## config.mk

```make
export PLATFORM = sky130hd
export DESIGN_NAME = flash_write_guard
export DESIGN_NICKNAME = d
export VERILOG_FILES = /design/src/flash_guard_pkg.sv /design/src/flash_page_class.sv /design/src/flash_write_guard.sv
export VERILOG_INCLUDE_DIRS = /design/src
export SDC_FILE = /design/constraint.sdc
export NUM_CORES = 1
export LEC_CHECK = 0
export ABC_AREA = 1
export BUFFER_PORTS_ARGS = -buffer_cell sky130_fd_sc_hd__buf_2
export CELL_PAD_IN_SITES_DETAIL_PLACEMENT = 1
export CELL_PAD_IN_SITES_GLOBAL_PLACEMENT = 1
export CORE_ASPECT_RATIO = 1.5
export CORE_MARGIN = 8
export CORE_UTILIZATION = 38
export CTS_BUF_LIST = sky130_fd_sc_hd__clkbuf_4 sky130_fd_sc_hd__clkbuf_8
export CTS_CLUSTER_DIAMETER = 60
export CTS_CLUSTER_SIZE = 30
export DETAILED_ROUTE_END_ITERATION = 10
export GPL_TIMING_DRIVEN = 1
export PLACE_DENSITY_LB_ADDON = 0.15
export SYNTH_ARGS = -nofsm -noshare
export SYNTH_HDL_FRONTEND = slang
export SYNTH_SLANG_ARGS = --single-unit
```

## constraint.sdc

```tcl
create_clock -name ref_clk -period 6 [get_ports ref_clk]
set_input_delay 0.9 -clock ref_clk [delete_from_list [all_inputs] [get_ports ref_clk]]
set_output_delay 0.9 -clock ref_clk [all_outputs]
set_load 0.02 [all_outputs]
```

## src/flash_guard_defs.svh

```systemverilog
// offsets, field positions, reset values and key codes of the flash guard
`ifndef FLASH_GUARD_DEFS_SVH
`define FLASH_GUARD_DEFS_SVH

`define PSC_OFFSET          8'h8F
`define FKEY_OFFSET         8'hB7
`define RSTCAUSE_OFFSET     8'hEF
`define PSC_WE_BIT          0
`define PSC_EE_BIT          1
`define PSC_RESET           8'h00
`define FKEY_RESET          8'h00
`define KEY_FIRST_CODE      8'hA5
`define KEY_SECOND_CODE     8'hF1
`define LOCK_BYTE_ERASED    8'hFF
`define FLASH_SIZE_BYTES    32768
`define FLASH_PAGE_BYTES    512
`define LOCK_BYTE_ADDR      15'h7DFF
`define RESERVED_BASE       15'h7E00

`endif

```

## src/flash_guard_pkg.sv

```systemverilog
// types shared by the flash guard modules
package flash_guard_pkg;

    typedef enum logic [1:0] {
        CPU_CODE_MOVE_RD = 2'b00,
        CPU_EXT_MOVE_RD  = 2'b01,
        CPU_EXT_MOVE_WR  = 2'b10
    } cpu_kind_t;

    typedef enum logic [1:0] {
        DBG_READ       = 2'b00,
        DBG_WRITE      = 2'b01,
        DBG_ERASE      = 2'b10,
        DBG_FULL_ERASE = 2'b11
    } dbg_op_t;

    typedef enum logic [1:0] {
        FCMD_READ       = 2'b00,
        FCMD_WRITE      = 2'b01,
        FCMD_ERASE      = 2'b10,
        FCMD_FULL_ERASE = 2'b11
    } flash_cmd_t;

    typedef enum logic [1:0] {
        KEY_LOCKED   = 2'b00,
        KEY_FIRST    = 2'b01,
        KEY_OPEN     = 2'b10,
        KEY_DISABLED = 2'b11
    } key_state_t;

endpackage : flash_guard_pkg

```

## src/flash_page_class.sv

```systemverilog
// classifies one flash address against the lock byte and the reserved area
`timescale 1ns/100ps
`default_nettype none
`include "flash_guard_defs.svh"

module flash_page_class #(
    parameter int ADDR_W    = 15,
    parameter int PAGE_BITS = 9
) (
    input  wire logic [ADDR_W-1:0] addr,
    input  wire logic [7:0]        lock_byte,
    output logic                   is_reserved,
    output logic                   is_lock_page,
    output logic                   is_lock_byte,
    output logic                   is_locked_page
);
    localparam logic [ADDR_W-1:0] LOCK_ADDR = ADDR_W'(`LOCK_BYTE_ADDR);
    localparam logic [ADDR_W-1:0] RSV_BASE  = ADDR_W'(`RESERVED_BASE);

    logic [7:0] page_count;
    logic [7:0] page_index;

    // page count is the inverse of the lock byte
    assign page_count     = ~lock_byte;
    assign page_index     = 8'(addr[ADDR_W-1:PAGE_BITS]);
    assign is_reserved    = (addr >= RSV_BASE);
    assign is_lock_page   = (addr[ADDR_W-1:PAGE_BITS] == LOCK_ADDR[ADDR_W-1:PAGE_BITS]);
    assign is_lock_byte   = (addr == LOCK_ADDR);
    assign is_locked_page = (page_index < page_count) && !is_lock_page && !is_reserved;

endmodule : flash_page_class
`default_nettype wire

```

## src/flash_write_guard.sv

```systemverilog
// flash write guard and page lock: register port, key sequence and access arbitration
//
// The plain strobed port was decided locally.
`timescale 1ns/100ps
`default_nettype none
`include "flash_guard_defs.svh"

// Functional notes
// - external-move reads always go to data RAM; code-move reads go to flash.
// - flash modification needs write enable; erase needs write and erase enable.
// - lock byte at end of user flash locks its inverse count of pages from zero.
// - lock-byte page is locked whenever any lock-byte bit is zero.
// - prohibited debug-port operations are silently ignored, no reset.
// - firmware on unlocked page touching locked pages or lock data gets error reset.
// - firmware on a locked page may access locked pages and the lock byte.
// - firmware erase of lock-byte page resets; debug erases it only when unlocked.
// - while locked, only a debug full erase unlocks; it clears every page.
// - changing a written lock byte is refused; firmware attempts get error reset.
// - a newly written lock byte takes effect only after the next reset.
// - reserved area is blocked: debug ignored, firmware gets error reset.
// - firmware modification with supply monitor or its reset source off resets.
// - interrupts are held while a flash write or erase is in progress.
// - with both enables set an external-move write erases the addressed page.
// - write enable steers external-move writes to flash, else to data RAM.
// - upper six control bits read zero; erase enable bit 1, write enable bit 0.
// - two key codes in order unlock; wrong order or early operation disables.
// - key register reads lock state in bits 1-0; unlock clears after each firmware write or erase, not after debug operations.
module flash_write_guard
    import flash_guard_pkg::*;
#(
    parameter int ADDR_W    = 15,
    parameter int PAGE_BITS = 9
) (
    input  wire logic              ref_clk,
    input  wire logic              rst_n,
    input  wire logic [7:0]        reg_addr,
    input  wire logic [7:0]        reg_wdata,
    input  wire logic              reg_wr,
    input  wire logic              reg_rd,
    output logic      [7:0]        reg_rdata,
    input  wire logic              cpu_req,
    input  wire logic [1:0]        cpu_kind,
    input  wire logic [15:0]       cpu_addr,
    input  wire logic [7:0]        cpu_wdata,
    input  wire logic [15:0]       cpu_exec_addr,
    output logic                   cpu_ready,
    input  wire logic              dbg_req,
    input  wire logic [1:0]        dbg_op,
    input  wire logic [ADDR_W-1:0] dbg_addr,
    input  wire logic [7:0]        dbg_wdata,
    output logic                   dbg_ready,
    output logic                   dbg_accepted,
    output logic                   dbg_ignored,
    input  wire logic              supply_mon_en,
    input  wire logic              supply_mon_reset_src,
    input  wire logic [7:0]        lock_byte_in,
    input  wire logic              flash_done,
    output logic                   flash_req,
    output logic      [1:0]        flash_cmd,
    output logic      [ADDR_W-1:0] flash_addr,
    output logic      [7:0]        flash_wdata,
    output logic                   ram_req,
    output logic                   ram_we,
    output logic      [15:0]       ram_addr,
    output logic      [7:0]        ram_wdata,
    output logic                   flash_error_reset,
    output logic                   flash_error_flag,
    output logic                   irq_hold,
    output logic                   flash_busy
);
    initial begin
        if (ADDR_W <= PAGE_BITS || ADDR_W > 16 || (ADDR_W - PAGE_BITS) > 8) begin
            $error("flash_write_guard: unsupported address or page width");
        end
        if ((1 << ADDR_W) != `FLASH_SIZE_BYTES || (1 << PAGE_BITS) != `FLASH_PAGE_BYTES) begin
            $error("flash_write_guard: widths do not match flash geometry");
        end
    end

    logic             write_en_reg;
    logic             erase_en_reg;
    key_state_t       key_reg;
    key_state_t       key_next;
    logic [7:0]       lock_reg;
    logic             lock_loaded_reg;
    logic             busy_reg;
    logic             busy_fw_reg;
    logic             err_flag_reg;
    logic [7:0]       rdata_reg;

    logic             tgt_rsv;
    logic             tgt_lpage;
    logic             tgt_lbyte;
    logic             tgt_locked;
    logic             exe_rsv;
    logic             exe_lpage;
    logic             exe_lbyte;
    logic             exe_locked;
    logic             dbg_rsv;
    logic             dbg_lpage;
    logic             dbg_lbyte;
    logic             dbg_locked;

    logic             any_locked;
    logic             lock_written;
    logic             supply_ok;
    logic             exec_from_locked;
    logic             cpu_take;
    logic             dbg_take;
    logic             c_flash_rd;
    logic             c_modify;
    logic             c_erase;
    logic             c_ram;
    logic             c_lock_hit;
    logic             c_fault;
    logic             c_key_bad;
    logic             c_issue_mod;
    logic             d_modify;
    logic             d_block;
    logic [ADDR_W-1:0] cpu_faddr;

    assign cpu_faddr = cpu_addr[ADDR_W-1:0];

    flash_page_class #(.ADDR_W(ADDR_W), .PAGE_BITS(PAGE_BITS)) u_cls_target (
        .addr           (cpu_faddr),
        .lock_byte      (lock_reg),
        .is_reserved    (tgt_rsv),
        .is_lock_page   (tgt_lpage),
        .is_lock_byte   (tgt_lbyte),
        .is_locked_page (tgt_locked)
    );

    flash_page_class #(.ADDR_W(ADDR_W), .PAGE_BITS(PAGE_BITS)) u_cls_exec (
        .addr           (cpu_exec_addr[ADDR_W-1:0]),
        .lock_byte      (lock_reg),
        .is_reserved    (exe_rsv),
        .is_lock_page   (exe_lpage),
        .is_lock_byte   (exe_lbyte),
        .is_locked_page (exe_locked)
    );

    flash_page_class #(.ADDR_W(ADDR_W), .PAGE_BITS(PAGE_BITS)) u_cls_debug (
        .addr           (dbg_addr),
        .lock_byte      (lock_reg),
        .is_reserved    (dbg_rsv),
        .is_lock_page   (dbg_lpage),
        .is_lock_byte   (dbg_lbyte),
        .is_locked_page (dbg_locked)
    );

    // lock state and access classification
    assign any_locked       = (lock_reg != `LOCK_BYTE_ERASED);
    assign lock_written     = (lock_byte_in != `LOCK_BYTE_ERASED);
    assign supply_ok        = supply_mon_en && supply_mon_reset_src;
    assign exec_from_locked = exe_locked || (exe_lpage && any_locked);

    // cpu has priority; both wait while an operation runs or the lock byte loads
    assign cpu_ready = lock_loaded_reg && !busy_reg;
    assign dbg_ready = lock_loaded_reg && !busy_reg && !cpu_req;
    assign cpu_take  = cpu_req && cpu_ready;
    assign dbg_take  = dbg_req && dbg_ready;

    assign c_flash_rd = (cpu_kind == CPU_CODE_MOVE_RD);
    assign c_modify   = (cpu_kind == CPU_EXT_MOVE_WR) && write_en_reg;
    assign c_erase    = c_modify && erase_en_reg;
    assign c_ram      = (cpu_kind == CPU_EXT_MOVE_RD) || ((cpu_kind == CPU_EXT_MOVE_WR) && !write_en_reg);

    // locked-page or lock-data access by code running from an unlocked page
    assign c_lock_hit = tgt_locked || (tgt_lpage && any_locked);

    always_comb begin
        c_fault = 1'b0;
        if (c_flash_rd || c_modify) begin
            if (tgt_rsv) begin
                c_fault = 1'b1;
            end
            if (c_lock_hit && !exec_from_locked) begin
                c_fault = 1'b1;
            end
        end
        if (c_erase && tgt_lpage) begin
            c_fault = 1'b1;
        end
        if (c_modify && !c_erase && tgt_lbyte && lock_written) begin
            c_fault = 1'b1;
        end
        if (c_modify && !supply_ok) begin
            c_fault = 1'b1;
        end
    end

    // an operation without a full key sequence is dropped and disables further ones
    assign c_key_bad   = c_modify && !c_fault && (key_reg != KEY_OPEN);
    assign c_issue_mod = c_modify && !c_fault && (key_reg == KEY_OPEN);

    assign d_modify = (dbg_op == DBG_WRITE) || (dbg_op == DBG_ERASE) || (dbg_op == DBG_FULL_ERASE);

    always_comb begin
        d_block = 1'b0;
        if (dbg_op != DBG_FULL_ERASE) begin
            if (dbg_rsv || dbg_locked) begin
                d_block = 1'b1;
            end
            if (dbg_lpage && any_locked) begin
                d_block = 1'b1;
            end
            if (dbg_op == DBG_WRITE && dbg_lbyte && lock_written) begin
                d_block = 1'b1;
            end
        end
    end

    // control register: only the two enable bits hold state
    always_ff @(posedge ref_clk or negedge rst_n) begin
        if (!rst_n) begin
            write_en_reg <= 1'(`PSC_RESET >> `PSC_WE_BIT);
            erase_en_reg <= 1'(`PSC_RESET >> `PSC_EE_BIT);
        end else if (reg_wr && reg_addr == `PSC_OFFSET) begin
            write_en_reg <= reg_wdata[`PSC_WE_BIT];
            erase_en_reg <= reg_wdata[`PSC_EE_BIT];
        end
    end

    // key sequence
    always_comb begin
        key_next = key_reg;
        if (reg_wr && reg_addr == `FKEY_OFFSET) begin
            unique case (key_reg)
                KEY_LOCKED:   key_next = (reg_wdata == `KEY_FIRST_CODE) ? KEY_FIRST : KEY_DISABLED;
                KEY_FIRST:    key_next = (reg_wdata == `KEY_SECOND_CODE) ? KEY_OPEN : KEY_DISABLED;
                KEY_OPEN:     key_next = KEY_DISABLED;
                KEY_DISABLED: key_next = KEY_DISABLED;
            endcase
        end
        if (cpu_take && c_key_bad) begin
            key_next = KEY_DISABLED;
        end else if (busy_fw_reg && flash_done && key_next == KEY_OPEN) begin
            key_next = KEY_LOCKED;
        end
    end

    always_ff @(posedge ref_clk or negedge rst_n) begin
        if (!rst_n) begin
            key_reg <= KEY_LOCKED;
        end else begin
            key_reg <= key_next;
        end
    end

    // lock byte is sampled once after reset; later writes to it wait for a reset
    always_ff @(posedge ref_clk or negedge rst_n) begin
        if (!rst_n) begin
            lock_reg        <= `LOCK_BYTE_ERASED;
            lock_loaded_reg <= 1'b0;
        end else if (!lock_loaded_reg) begin
            lock_reg        <= lock_byte_in;
            lock_loaded_reg <= 1'b1;
        end else if (dbg_take && dbg_op == DBG_FULL_ERASE) begin
            lock_reg <= `LOCK_BYTE_ERASED;
        end
    end

    // busy spans a write or erase until the flash engine reports done
    always_ff @(posedge ref_clk or negedge rst_n) begin
        if (!rst_n) begin
            busy_reg    <= 1'b0;
            busy_fw_reg <= 1'b0;
        end else if (busy_reg) begin
            if (flash_done) begin
                busy_reg    <= 1'b0;
                busy_fw_reg <= 1'b0;
            end
        end else if (cpu_take && c_issue_mod) begin
            busy_reg    <= 1'b1;
            busy_fw_reg <= 1'b1;
        end else if (dbg_take && d_modify && !d_block) begin
            busy_reg <= 1'b1;
        end
    end

    // holding interrupts keeps them pending; the cpu services them after completion
    assign irq_hold   = busy_reg;
    assign flash_busy = busy_reg;

    // flash command issue
    always_ff @(posedge ref_clk or negedge rst_n) begin
        if (!rst_n) begin
            flash_req   <= 1'b0;
            flash_cmd   <= FCMD_READ;
            flash_addr  <= '0;
            flash_wdata <= 8'h00;
        end else begin
            flash_req <= 1'b0;
            if (cpu_take && ((c_flash_rd && !c_fault) || c_issue_mod)) begin
                flash_req   <= 1'b1;
                flash_cmd   <= c_erase ? FCMD_ERASE : (c_modify ? FCMD_WRITE : FCMD_READ);
                flash_addr  <= cpu_faddr;
                flash_wdata <= cpu_wdata;
            end else if (dbg_take && !d_block) begin
                flash_req   <= 1'b1;
                flash_cmd   <= flash_cmd_t'(dbg_op);
                flash_addr  <= dbg_addr;
                flash_wdata <= dbg_wdata;
            end
        end
    end

    // data RAM path for external moves not aimed at flash
    always_ff @(posedge ref_clk or negedge rst_n) begin
        if (!rst_n) begin
            ram_req   <= 1'b0;
            ram_we    <= 1'b0;
            ram_addr  <= 16'h0000;
            ram_wdata <= 8'h00;
        end else begin
            ram_req <= cpu_take && c_ram;
            if (cpu_take && c_ram) begin
                ram_we    <= (cpu_kind == CPU_EXT_MOVE_WR);
                ram_addr  <= cpu_addr;
                ram_wdata <= cpu_wdata;
            end
        end
    end

    // debug answers: a refused request is only reported, never a reset
    always_ff @(posedge ref_clk or negedge rst_n) begin
        if (!rst_n) begin
            dbg_accepted <= 1'b0;
            dbg_ignored  <= 1'b0;
        end else begin
            dbg_accepted <= dbg_take && !d_block;
            dbg_ignored  <= dbg_take && d_block;
        end
    end

    // error reset pulse and its sticky cause flag
    always_ff @(posedge ref_clk or negedge rst_n) begin
        if (!rst_n) begin
            flash_error_reset <= 1'b0;
            err_flag_reg      <= 1'b0;
        end else begin
            flash_error_reset <= cpu_take && c_fault;
            if (cpu_take && c_fault) begin
                err_flag_reg <= 1'b1;
            end
        end
    end

    assign flash_error_flag = err_flag_reg;

    // register read, data stand for one cycle only
    always_ff @(posedge ref_clk or negedge rst_n) begin
        if (!rst_n) begin
            rdata_reg <= 8'h00;
        end else if (reg_rd) begin
            unique case (reg_addr)
                `PSC_OFFSET:      rdata_reg <= {6'b00_0000, erase_en_reg, write_en_reg};
                `FKEY_OFFSET:     rdata_reg <= {6'b00_0000, key_reg};
                `RSTCAUSE_OFFSET: rdata_reg <= {7'b000_0000, err_flag_reg};
                default:          rdata_reg <= 8'h00;
            endcase
        end else begin
            rdata_reg <= 8'h00;
        end
    end

    assign reg_rdata = rdata_reg;

endmodule : flash_write_guard
`default_nettype wire

```

# Yosys cells after proc, flatten, opt, wreduce, memory -nomap -nowiden
# Index checks and enable logic that the tools add are counted.
dict set report totals {
  regBits 79
  word_cells 160
  output_inout_bits 68
}
dict set report classes {
  mux 37
  n_reduce_logical 71
  order_cmp 6
  bitwise 1
  eq_ne 25
}
# operator count
set op_table {}
lappend op_table {{greater-or-equal comparator 15 bit (second input constant)} 3}
lappend op_table {{logical AND 1 bit} 43}
lappend op_table {{== test 8 bit (second input constant)} 5}
lappend op_table {{2-to-1 mux 8 bit} 5}
lappend op_table {{== test 15 bit (second input constant)} 2}
lappend op_table {{2-to-1 mux 15 bit} 2}
lappend op_table {{less-than comparator 6 x 8 -> 1 bit} 3}
lappend op_table {{2-to-1 mux 1 bit} 21}
lappend op_table {{== test 6 bit (second input constant)} 3}
lappend op_table {{!= test 8 bit (second input constant)} 2}
lappend op_table {{logical NOT 1 bit} 14}
lappend op_table {{2-to-1 mux 2 bit} 7}
lappend op_table {{== test 2 bit (second input constant)} 6}
lappend op_table {{case mux 2 bit (3 select lines)} 2}
lappend op_table {{logical OR 1 bit} 8}
lappend op_table {{inverter 8 bit} 1}
lappend op_table {{== test 2 x 1 -> 1 bit (second input constant)} 3}
lappend op_table {{!= test 2 bit (second input constant)} 3}
lappend op_table {{logical NOT 2 bit} 2}
lappend op_table {{nonzero test 2 bit} 2}
lappend op_table {{!= test 2 x 1 -> 1 bit (second input constant)} 1}
lappend op_table {{AND reduction 2 bit} 1}
lappend op_table {{OR reduction 2 bit} 1}

# Longest topological paths before layout
dict set report depth {
  word_depth 18
  mapped_depth 17
}

# Hierarchy
# Synthesis repeated with hierarchy kept, for this count alone.
dict set report hier_totals {
  cells_unflattened 568
  area_unflattened_um2 4221.5
}
# mod instances seq_area_each_um2 area_per_inst_um2 cells_per_inst
set modules_own_cells {}
lappend modules_own_cells {flash_write_guard 1 1836.8 3658.5 475}
lappend modules_own_cells {flash_page_class 3 0.0 187.7 31}

# Worst setup path before layout
# No wires, ideal clock.
dict set report synth_path {
  path_kind {input port to flip-flop}
  from {input dbg_addr[10]}
  to {register flash_addr[10]}
  n_path_buf 2
  arrival_ns 2.284
  cell_stages 15
  setup_ns 0.116
  path_slack_ns 3.600
  cell_sequence {ha_1 -> o21ai_0 -> nand2_1 -> nand3_1 -> nand2_1 -> nand2_1 -> nand3_1 -> nand3_2 -> nand2_4 -> nand2_1 -> buf_2 -> nand3_4 -> buf_8 -> nor2_2 -> nor2_1}
}
dict set report synth_via {
  elab_chain_cells 12
  word_cells_on_any_way 21
}
# item line
set synth_lines {}
lappend synth_lines {{from (decl)} flash_write_guard.sv:49} ;# input wire logic [ADDR_W-1:0] dbg_addr,
lappend synth_lines {{branches (longest 12 deep; another with greater-or-equal comparator 15 bit)} n/a}
lappend synth_lines {{to (signal assigned)} flash_write_guard.sv:297} ;# flash_addr <= cpu_faddr;
lappend synth_lines {{to (signal assigned)} flash_write_guard.sv:302} ;# flash_addr <= dbg_addr;
lappend synth_lines {{to (decl)} flash_write_guard.sv:60} ;# output logic [ADDR_W-1:0] flash_addr,
# Parallel ways; which one is timed is not known. The select of a mux whose other input is x is not followed.
# A chain may end at the register's enable or synchronous reset.

# Worst setup path in the final report
dict set report layout_path {
  from {input dbg_addr[12]}
  to {register flash_addr[0]}
}
dict set report layout_via {
  elab_chain_cells 12
  word_cells_on_any_way 19
}
# item line
set layout_lines {}
lappend layout_lines {{branches (longest 7 deep; another with greater-or-equal comparator 15 bit)} n/a}
lappend layout_lines {{2-to-1 mux 1 bit *} flash_write_guard.sv:207} ;# if (dbg_op == DBG_WRITE && dbg_lbyte && lock_written) begin
lappend layout_lines {{2-to-1 mux 1 bit *} flash_write_guard.sv:200} ;# if (dbg_op != DBG_FULL_ERASE) begin
lappend layout_lines {{logical NOT 1 bit *} flash_write_guard.sv:299} ;# end else if (dbg_take && !d_block) begin
lappend layout_lines {{logical AND 1 bit *} flash_write_guard.sv:299}
lappend layout_lines {{nonzero test 2 bit (no source line) *} n/a}
# Mark *: on every way between the ends.

==> key figures <==
Status
  – Status: complete, no violations

GRT
  – Global-route wire length before repair: 20.6 mm
  – Initial antenna violation count: 0
  – Largest net degree at the start of global routing: 74
  – GRT Residual Overflow: 0
  – Global Route Usage Sum: 18.5%
  – Vias in the first global route: 4234

Layout
  – Synthesis-to-layout area growth: 26.4%
  – Largest reg by FF count: ram_addr
  – Share of layout cells above drive strength 1: 32.4%
  – Fin cells: between 800 and 900
  – Diode count: 0
  – Regs by FF count: ram_addr (16), flash_addr (15)
  – Final #Nets: 788
  – Final Util: 49.0%
  – Max reg flops: 16

Clock tree
  – Clock Latency Late Sink: 0.36 ns
  – Total CTS buffers: 9
  – Clock root cell: clkbuf_8
  – Sink Count: 73
  – Setup Buffers After CTS: 0
  – Clk slew on worst S/H paths: 0.07 ns
  – Hold Buf Count CTS: 0
  – Clock Path Buffers: 2
  – CTS HTree Levels: 3
  – Post_cts resized: 0
  – TritonCTS clock tree: done

Route
  – Vias: a little under 4k
  – Vias/cell: 4.78
  – Initial DRC count: 103
  – Final WL: 13.1 mm
  – DRC viols: 0
  – Avg WL per Cell: 15.9 microns
  – Post-route antenna net violation count: 0
  – 1st-pass router iterations: 4

Yosys
  – Top cell type's share of synthesized area: 39.9%
  – Area leader, netlist: dfrtp_1
  – Post-synth cell types: 36
  – Yosys reg bits: 73
  – Netlist Area Pre-Place: 0.00408 sq mm
  – Ys flop type: dfrtp_1
  – Warnings, synthesis: 0
  – Seq/Total Area, Yosys: 45.0%
  – Post-synth EDFFs: 0
  – Post-Syn Area per Cell: ~7.8 sq um
  – Main area contributors after synthesis: dfrtp_1 (40%), nand2_1 (13%), inv_1 (6.4%), dfstp_2 (5.2%), nor2_1 (4.9%)
  – Syn Inst Count: roughly 530
  – Ys async rst share: 100%

Run
  – Max Cap Viol: 0

Setup path
  – Type of origin of the critical path: input port
  – Critical Path AT: 3.18 ns
  – Max Fanout on Critical Path: 20
  – CP Class: input port to register
  – Critical Path RT: between 6 and 7 ns
  – Crit end category: register

STA
  – Final Hold Viols: 0
  – Worst Tran Pin Value: just over 0.9 ns
  – Max-slew violation count: 0
  – Setup TNS: 0 ns
  – Fmax: 341 MHz
  – Clock Skew: 0.0150 ns
  – Crit path time final: 2.93 ns
  – WHS: 0.483 ns
  – Unrepaired setup endpoints after global routing: no
  – Normalized max-slew margin: about two fifths
  – Final period utilization: around half
  – # setup viols final: 0

Floorplanning
  – Core Area: 0.0105 sq mm
  – Die ar.: approximately 0.014 sq mm
  – Row cnt: 46
  – Initial Util: 38.7%
  – Die W: 101 microns
  – I/O Pins: 168
  – Die Ht: ~140 microns

Pwr
  – Peak supply drop: 0.143 mV
  – Cell Pwr Density: around 380 mW/mm^2
  – Leakage power: 2.90 nW

Place
  – Placer Congestion: 0.828
  – Inst Count DP: 806
  – Post-DP HPWL: 10.6 mm
  – Port bufs: 151

Min path
  – Hold WC Path Type: register to register
## cell families after synthesis
logic type      synth area share, %
fa+ha+maj                      4.60
simple gates                   32.6
other cells                   0.184
flops                          45.0
buf+inv                        10.3
compound gates                 7.30
## power by group
group,internal [W],leakage (nW),switching (W)
Clock,0.000292,0.127,0.000187
Sequential,0.000657,0.869,0.000100
Combinational,0.000247,1.90,0.000469
## cell usage in the layout, fill, tap and decap left out, types with 3 or more instances in the layout
| cell type | instances |
|---|---|
| nand2_1 | 142 |
| a21oi_1 | 13 |
| or2_2 | 11 |
| nor2_2 | 11 |
| nand3_1 | 22 |
| nand4_1 | 14 |
| nor2_1 | 53 |
| nand3_2 | 4 |
| bufinv_16 | 3 |
| inv_2 | 6 |
| nand2_4 | 3 |
| conb_1 | 7 |
| buf_2 | 150 |
| dfstp_2 | 8 |
| ha_1 | 15 |
| inv_1 | 70 |
| a31oi_1 | 4 |
| o21ai_0 | 33 |
| clkbuf_8 | 10 |
| nor4_1 | 3 |
| nand2_2 | 3 |
| nand3b_1 | 5 |
| nor3_1 | 4 |
| dfrtp_1 | 65 |
## synth_stat cells (2+ instances only)
library cell	count
nand2_1	142
nor2_1	53
dfrtp_1	65
nand2_2	3
ha_1	15
o22ai_1	2
conb_1	2
nand2_4	3
nand3_4	2
nand3b_1	5
or2_2	11
buf_8	2
dfstp_2	8
nand3_1	22
or2_1	2
buf_4	8
o21ai_0	33
a21oi_1	13
inv_1	70
inv_2	6
a31oi_1	4
nor3_1	4
nor2_2	11
nand4_1	14
nand3_2	4
nor4_1	3
buf_2	6
clkbuf_1	4
## layout make-up
class                   instances  area, sq um
clock buffers                  11          145
flip-flops and latches         73         1840
multi-input cells             361         1840
repair buffers                152          766
inverters                      76          285
well taps                     144          180
fillers                      1396         5380
clock inverters                 5          104
## per-layer routing
metal	part of all wire, %	routed length [microns]	track usage (%)	vias up
li1	-	-	-	1931
met1	37	4870	18.6	1885
met2	56	7340	35.8	96
met3	5.0	654	4.09	21
met4	1.9	245	6.80	0
met5	0	0	0	-
## worst paths after layout
path	depth (start not counted)	slack, ns	to	from
worst max register to register	13	3.18	flash_addr[0]	lock_reg[1]
max in group asynchronous	1	4.73	flash_addr[0]	rst_n
worst min register to register	2	0.48	ram_wdata[2]	ram_wdata[2]
min in group asynchronous	1	0.68	reg_rdata[0]	rst_n
worst max-delay path	12	3.07	flash_addr[0]	dbg_addr[12]
worst min-delay path	2	0.48	ram_wdata[2]	ram_wdata[2]
## metrics by stage
step                cell area (sq um)  setup slack, ns  total power, W
floorplan                        4100             3.60         0.00120
global placement                 4910             2.71         0.00147
detailed placement               4910             2.64         0.00150
CTS                              5160             3.03         0.00198
global route                     5160             2.86         0.00207
finish                           5160             3.07         0.00195
## worst max-delay path, cell delays in order
cell and delay, ns:
buf_2 0.12, ha_1 0.31, a21oi_1 0.18, nand2_1 0.07, nand2_1 0.05, nand3_1 0.08, nand3_2 0.12, nand2_4 0.10
nand2_1 0.58, nand3_4 0.41, nor2_1 0.19, nor2_1 0.07
(Power assumes the default switching activity.)
